### config.mk
export PLATFORM = sky130hd
export DESIGN_NAME = phy_low_power_control_regs
export DESIGN_NICKNAME = d
export VERILOG_FILES = /design/src/rtl/phy_lp_pkg.sv /design/src/rtl/retained_store.sv /design/src/rtl/phy_low_power_control_regs.sv
export SDC_FILE = /design/constraint.sdc
export NUM_CORES = 1
export LEC_CHECK = 0
export ABC_AREA = 1
export BUFFER_PORTS_ARGS = -buffer_cell sky130_fd_sc_hd__buf_2
export CORE_UTILIZATION = 55
export CTS_CLUSTER_SIZE = 25
export DETAILED_ROUTE_END_ITERATION = 8
export PLACE_DENSITY = 0.77
export SLEW_MARGIN = 10
export SYNTH_ARGS = -nofsm -noshare
export SYNTH_HDL_FRONTEND = slang
export SYNTH_HIERARCHICAL = 1
export SYNTH_SLANG_ARGS = --single-unit
### constraint.sdc
create_clock -name clk -period 1.4 [get_ports clk]
set_input_delay 0.14 -clock clk [delete_from_list [all_inputs] [get_ports clk]]
set_output_delay 0.14 -clock clk [all_outputs]
set_load 0.03 [all_outputs]
### src/rtl/phy_lp_pkg.sv
// Purpose: Shared constants and carriers for the low-power control registers
// Assumes: Register addresses are 5-bit management register numbers
// Notes:   All register resets are zero except ENERGY_RESET, which resets the energy synchroniser to one
package phy_lp_pkg;

  localparam logic [4:0]  ADDR_CTRL_ZERO         = 5'h11;
  localparam logic [4:0]  ADDR_CTRL_TWO          = 5'h13;
  localparam logic [4:0]  ADDR_CTRL_THREE        = 5'h14;
  localparam logic [15:0] REG_RESET              = 16'h0000;
  localparam logic        ENERGY_RESET           = 1'b1;
  localparam int          CTRL_ZERO_SLOW_OSC_BIT = 6;
  localparam int          CTRL_TWO_HI_THRESH_BIT = 15;
  localparam int          CTRL_TWO_SLEEP_OSC_BIT = 0;
  localparam int          CTRL_TWO_KEEP_HI_MSB   = 9;
  localparam int          CTRL_TWO_KEEP_HI_LSB   = 8;
  localparam int          CTRL_TWO_KEEP_LO_MSB   = 1;
  localparam int          CTRL_TWO_KEEP_LO_LSB   = 0;
  localparam int          CTRL_THREE_METHOD_BIT  = 6;
  localparam int          CTRL_THREE_MANUAL_BIT  = 5;
  localparam int          CTRL_THREE_RETAIN_BIT  = 4;
  localparam int          RETAIN_W           = 20;
  localparam logic [RETAIN_W-1:0] RETAIN_RESET = 20'h00000;

  typedef struct packed {
    logic        wr;
    logic        rd;
    logic [4:0]  addr;
    logic [15:0] wdata;
  } mgmt_req_t;

  typedef struct packed {
    logic slow_osc_pd;
    logic hi_thresh_en;
    logic slow_osc_sleep;
    logic deep_sleep;
  } lp_ctrl_t;

  typedef enum logic {ST_AWAKE, ST_SLEEP} sleep_state_t;

endpackage

### src/rtl/retained_store.sv
// Purpose: Retained copy of selected control bits
// Assumes: Captures every cycle while enabled
// Notes:   Read data comes from a register and reads zero while disabled
`timescale 1ns/1ps
`default_nettype none
module retained_store
  import phy_lp_pkg::*;
(
  input  wire logic                clk,
  input  wire logic                arst_n,
  input  wire logic                en,
  input  wire logic [RETAIN_W-1:0] din,
  output logic      [RETAIN_W-1:0] dout
);

  logic [RETAIN_W-1:0] mem_r;
  logic [RETAIN_W-1:0] mem_nxt;
  logic [RETAIN_W-1:0] dout_nxt;

  always_comb
  begin
    mem_nxt  = en ? din : mem_r;
    dout_nxt = en ? mem_r : RETAIN_RESET;
  end

  always_ff @(posedge clk or negedge arst_n)
  begin
    if (!arst_n)
    begin
      mem_r <= RETAIN_RESET;
      dout  <= RETAIN_RESET;
    end
    else
    begin
      mem_r <= mem_nxt;
      dout  <= dout_nxt;
    end
  end

endmodule
`default_nettype wire

### src/rtl/phy_low_power_control_regs.sv
// Purpose: Low-power and diagnostic control registers of the transceiver
// Assumes: Management frames are decoded upstream into one-cycle requests
// Notes:   Deepest sleep is left only through arst_n
`timescale 1ns/1ps
`default_nettype none
module phy_low_power_control_regs
  import phy_lp_pkg::*;
(
  input  wire logic                clk,
  input  wire logic                arst_n,
  input  wire mgmt_req_t           req,
  input  wire logic                power_down,
  input  wire logic                cable_energy,
  output logic      [15:0]         rd_data,
  output logic                     rd_valid,
  output lp_ctrl_t                 ctrl,
  output logic      [RETAIN_W-1:0] retained
);

  logic [15:0]         analog_control_zero_r;
  logic [15:0]         analog_control_zero_nxt;
  logic [15:0]         analog_control_two_r;
  logic [15:0]         analog_control_two_nxt;
  logic [15:0]         analog_control_three_r;
  logic [15:0]         analog_control_three_nxt;
  logic [15:0]         rd_data_nxt;
  logic                rd_valid_nxt;
  logic                energy_s1_r;
  logic                energy_s2_r;
  sleep_state_t        state_r;
  sleep_state_t        state_nxt;
  lp_ctrl_t            ctrl_nxt;
  logic                sleep_req;
  logic [RETAIN_W-1:0] retain_din;

  function automatic logic hit(input mgmt_req_t r, input logic [4:0] a);
    return r.addr == a;
  endfunction

  // Reserved fields are plain storage so software sees back what it wrote
  always_comb
  begin
    analog_control_zero_nxt  = analog_control_zero_r;
    analog_control_two_nxt   = analog_control_two_r;
    analog_control_three_nxt = analog_control_three_r;
    rd_data_nxt              = REG_RESET;
    rd_valid_nxt             = req.rd;
    if (req.wr && hit(req, ADDR_CTRL_ZERO))
      analog_control_zero_nxt = req.wdata;
    if (req.wr && hit(req, ADDR_CTRL_TWO))
      analog_control_two_nxt = req.wdata;
    if (req.wr && hit(req, ADDR_CTRL_THREE))
      analog_control_three_nxt = req.wdata;
    if (req.rd)
    begin
      if (hit(req, ADDR_CTRL_ZERO))
        rd_data_nxt = analog_control_zero_r;
      else if (hit(req, ADDR_CTRL_TWO))
        rd_data_nxt = analog_control_two_r;
      else if (hit(req, ADDR_CTRL_THREE))
        rd_data_nxt = analog_control_three_r;
    end
  end

  always_ff @(posedge clk or negedge arst_n)
  begin
    if (!arst_n)
    begin
      analog_control_zero_r  <= REG_RESET;
      analog_control_two_r   <= REG_RESET;
      analog_control_three_r <= REG_RESET;
      rd_data                <= REG_RESET;
      rd_valid               <= 1'b0;
    end
    else
    begin
      analog_control_zero_r  <= analog_control_zero_nxt;
      analog_control_two_r   <= analog_control_two_nxt;
      analog_control_three_r <= analog_control_three_nxt;
      rd_data                <= rd_data_nxt;
      rd_valid               <= rd_valid_nxt;
    end
  end

  // Cable energy is a pin, so it is synchronised before use
  always_ff @(posedge clk or negedge arst_n)
  begin
    if (!arst_n)
    begin
      // Resets to energy present so that a reset alone never looks like a lost cable
      energy_s1_r <= ENERGY_RESET;
      energy_s2_r <= ENERGY_RESET;
    end
    else
    begin
      energy_s1_r <= cable_energy;
      energy_s2_r <= energy_s1_r;
    end
  end

  // Method bit picks the sleep source; once asleep only arst_n leaves
  always_comb
  begin
    if (analog_control_three_r[CTRL_THREE_METHOD_BIT])
      sleep_req = analog_control_three_r[CTRL_THREE_MANUAL_BIT];
    else
      sleep_req = !energy_s2_r;
    state_nxt = state_r;
    case (state_r)
      ST_AWAKE:
        if (sleep_req)
          state_nxt = ST_SLEEP;
      ST_SLEEP:
        state_nxt = ST_SLEEP;
      default:
        state_nxt = ST_AWAKE;
    endcase
    ctrl_nxt.slow_osc_pd    = analog_control_zero_r[CTRL_ZERO_SLOW_OSC_BIT] & power_down;
    ctrl_nxt.hi_thresh_en   = analog_control_two_r[CTRL_TWO_HI_THRESH_BIT];
    ctrl_nxt.slow_osc_sleep = analog_control_two_r[CTRL_TWO_SLEEP_OSC_BIT] & (state_r == ST_SLEEP);
    ctrl_nxt.deep_sleep     = (state_r == ST_SLEEP);
  end

  always_ff @(posedge clk or negedge arst_n)
  begin
    if (!arst_n)
    begin
      state_r <= ST_AWAKE;
      ctrl    <= '0;
    end
    else
    begin
      state_r <= state_nxt;
      ctrl    <= ctrl_nxt;
    end
  end

  // Retained copy tracks the live bits only while enabled
  assign retain_din = {analog_control_three_r,
                       analog_control_two_r[CTRL_TWO_KEEP_HI_MSB:CTRL_TWO_KEEP_HI_LSB],
                       analog_control_two_r[CTRL_TWO_KEEP_LO_MSB:CTRL_TWO_KEEP_LO_LSB]};

  retained_store i_retained_store (
    .clk    (clk),
    .arst_n (arst_n),
    .en     (analog_control_three_r[CTRL_THREE_RETAIN_BIT]),
    .din    (retain_din),
    .dout   (retained)
  );
endmodule
`default_nettype wire

==> reports/metrics.cfg <==
[layout]
synthToLayoutAreaGrowth_pct=14.4
diodes=0
fin_nets=601
fin_util_pct=65.3
regArea_sq_um=2810
layout.cells.non_filler=684
multi_input_area_sq_um=1520
drive_above_1_share_pct=22.1
n_fill_cell=662

[sta]
skew_ns=0.0107
relSlewSlack_pct=74.8
layout_min_cycle_time_ns=1.08
rsz0062_at_grt=false
clock.fmax_mhz=930
setup-violations-final=0
slew_violations=0
hold_violations=0
tns_ns=0
tightest_slew_ns=0.378
fin_crit_sh_pct=76.8

[clock_tree]
cts-root-buf=clkbuf_8
cts_num_sinks=112
clk_pin_slew_worst_paths_ns=0.10
cts_buffer_depth=2
tritoncts=built
postCtsResizedCells=0
cts_made_buffers=9
insertion_delay_ns=0.36
h-tree-depth=3

[route]
antenna_left=0
drt-total-wl_mm=9.15
drc=0
drt-vias-per-instance=5.18
drt-pass1-iter-count=4
avgRoutedWirePerCell_um=13.4
vias=3545
first_iter_violations=222

[setup_path]
worstPathArrival_ns=0.94
required_ns=1.26
crit_path_start_kind=flip-flop
r2r-start=analog_control_three_r[4]$_DFFE_PN0P_
crit_type=reg -> out
reg2reg_depth=3
crit_buf_inv=1
r2r_setup_slack_ns=0.44
r2r_end=i_retained_store/mem_r[4]$_DFFE_PN0P_
slowest_delay_ns=0.40
crit_chain=buf_2
cp_max_fo=1
critPathSlowestCell=dfrtp_1
critical_path.top_delay_family=flip-flops
critPathCaptureType=primary output

[power]
cellPowerDensity_nw_per_um2=1380
power_w=0.00746
p_leak_nw=3.04
ir_drop_mv=0.621

[global_routing]
antenna_found_initial=0
grt_use_total_pct=22.8
grt_pass1_vias=3248
grt_pass1_wl_mm=15.7
grt_max_degree=39
grt-ovfl-total=0

[floorplanning]
chipHeight_um=94.6
start_util_pct=57.1
core_area_sq_um=8260
dieArea_sq_um=8940
row_count=33
io_pins=68
die_x_um=94.6

[worst_hold_path]
min_path_cells=3
min_to=analog_control_two_r[6]$_DFFE_PN0P_
hold_path_class=in -> reg
hp-start=req[6]

[place]
dp_cells=665
hpwl_mm=6.61
io_buffer_count=67
place.gp.congestion=0.807

[synthesis]
synth_seq_area_share_pct=59.5
ys_types=24
synth.area.top_cells=dfrtp_1 58%, nand2_1 15%, o21ai_0 5.2%, nand4_1 4.2%, inv_1 3.2%
synth_commonest_cells=184 x nand2_1, 110 x dfrtp_1, 49 x o21ai_0, 40 x inv_1, 32 x nand4_1
syn_nets=531
synthArstFlopShare_pct=100
synth-edff-count=0
synth_top_area_cell=dfrtp_1
postSynthCellCount=504
synth_top_area_share_pct=58.4
ys_warn_count=6
netlist_area_sq_um=4710
ys_ff_latch=112
synth.avg_cell_area_sq_um=9.35
synth_ff_type=dfrtp_1
yosysMostFrequentCell=nand2_1

[outcome]
status=finished, final reports clean

[run]
drv_cap=0

[worst max-delay path by stage]
stage / startpoint / end / slack [ns] / depth (start not counted)
2_1_floorplan: req[20] / analog_control_three_r[6]$_DFFE_PN0P_ / 0.36 / 7
3_3_place_gp: req[19] / analog_control_zero_r[6]$_DFFE_PN0P_ / 0.21 / 6
3_5_place_dp: req[19] / analog_control_zero_r[14]$_DFFE_PN0P_ / 0.15 / 6
4_1_cts: ctrl[2]$_DFF_PN0_ / ctrl[2] / 0.32 / 1
5_1_grt: rd_data[8]$_DFF_PN0_ / rd_data[8] / 0.29 / 1
6_report: rd_data[8]$_DFF_PN0_ / rd_data[8] / 0.32 / 1
[layer usage]
layer	GRT usage, %	vias to the layer above	wire length, um
li1	-	1753	-
met2	35.6	107	4310
met4	9.60	0	171
met5	0	-	0
met1	32.0	1667	4220
met3	3.54	18	441
[where the power goes]
part	switching (W)	internal [W]	total, W
Clock	0.00109	0.00103	0.00212
Combinational	0.000810	0.000402	0.00121
Sequential	0.000333	0.00379	0.00413
Total	0.00223	0.00523	0.00746
[cells by family (layout without fill, tap and decap cells)]
logic type	count (synthesis)	count (layout)	synth area share, %
AO/OA/AOI/OAI	66	66	7.86
AND/OR/NAND/NOR	253	253	24.4
flip-flops	112	112	59.5
buffers and inverters	73	148	8.23
[state kept, by name, indices dropped and copies added, names as in the netlist, 4 cells and up]
name	count
analog_control_three_r	16
ctrl	4
i_retained_store/dout	20
analog_control_zero_r	16
i_retained_store/mem_r	20
rd_data	16
analog_control_two_r	16
[per-stage QoR]
step / setup WS [ns] / hold WS, ns / instance area [sq um]
detailed placement: 0.148 / 0.0799 / 5140
global route: 0.295 / 0.0221 / 5390
CTS: 0.318 / 0.0173 / 5390
global placement: 0.208 / 0.0719 / 5140
floorplan: 0.358 / -0.156 / 4710
finish: 0.325 / 0.0271 / 5390
[cell type report]
class / count / area share (%)
inverters: 44 / 3.13
well taps: 105 / 2.44
multi-input cells: 319 / 28.2
clock buffers: 9 / 2.30
repair buffers: 88 / 10.0
flip-flops and latches: 112 / 52.0
clock inverters: 7 / 1.88
[timing repair]
item,CTS,global route
setup buffers,0,0
hold buffers,3,0
setup endpoints to repair,0,0
hold endpoints to repair,24,0
[layout by cell type, fill, tap and decap left out, types with 3 or more instances in the layout]
master,synthesis,layout
nand2_1,184,184
dfrtp_1,110,110
buf_2,4,66
o21ai_0,49,49
inv_1,40,40
nand4_1,32,32
o211ai_1,16,16
nor2_1,16,16
buf_4,8,16
nand2_2,11,11
clkbuf_8,0,9
nand3_4,3,3
nor2_2,3,3
dlygate4sd3_1,0,3
buf_12,1,3
No activity file was read; power rests on OpenSTA's default activity.
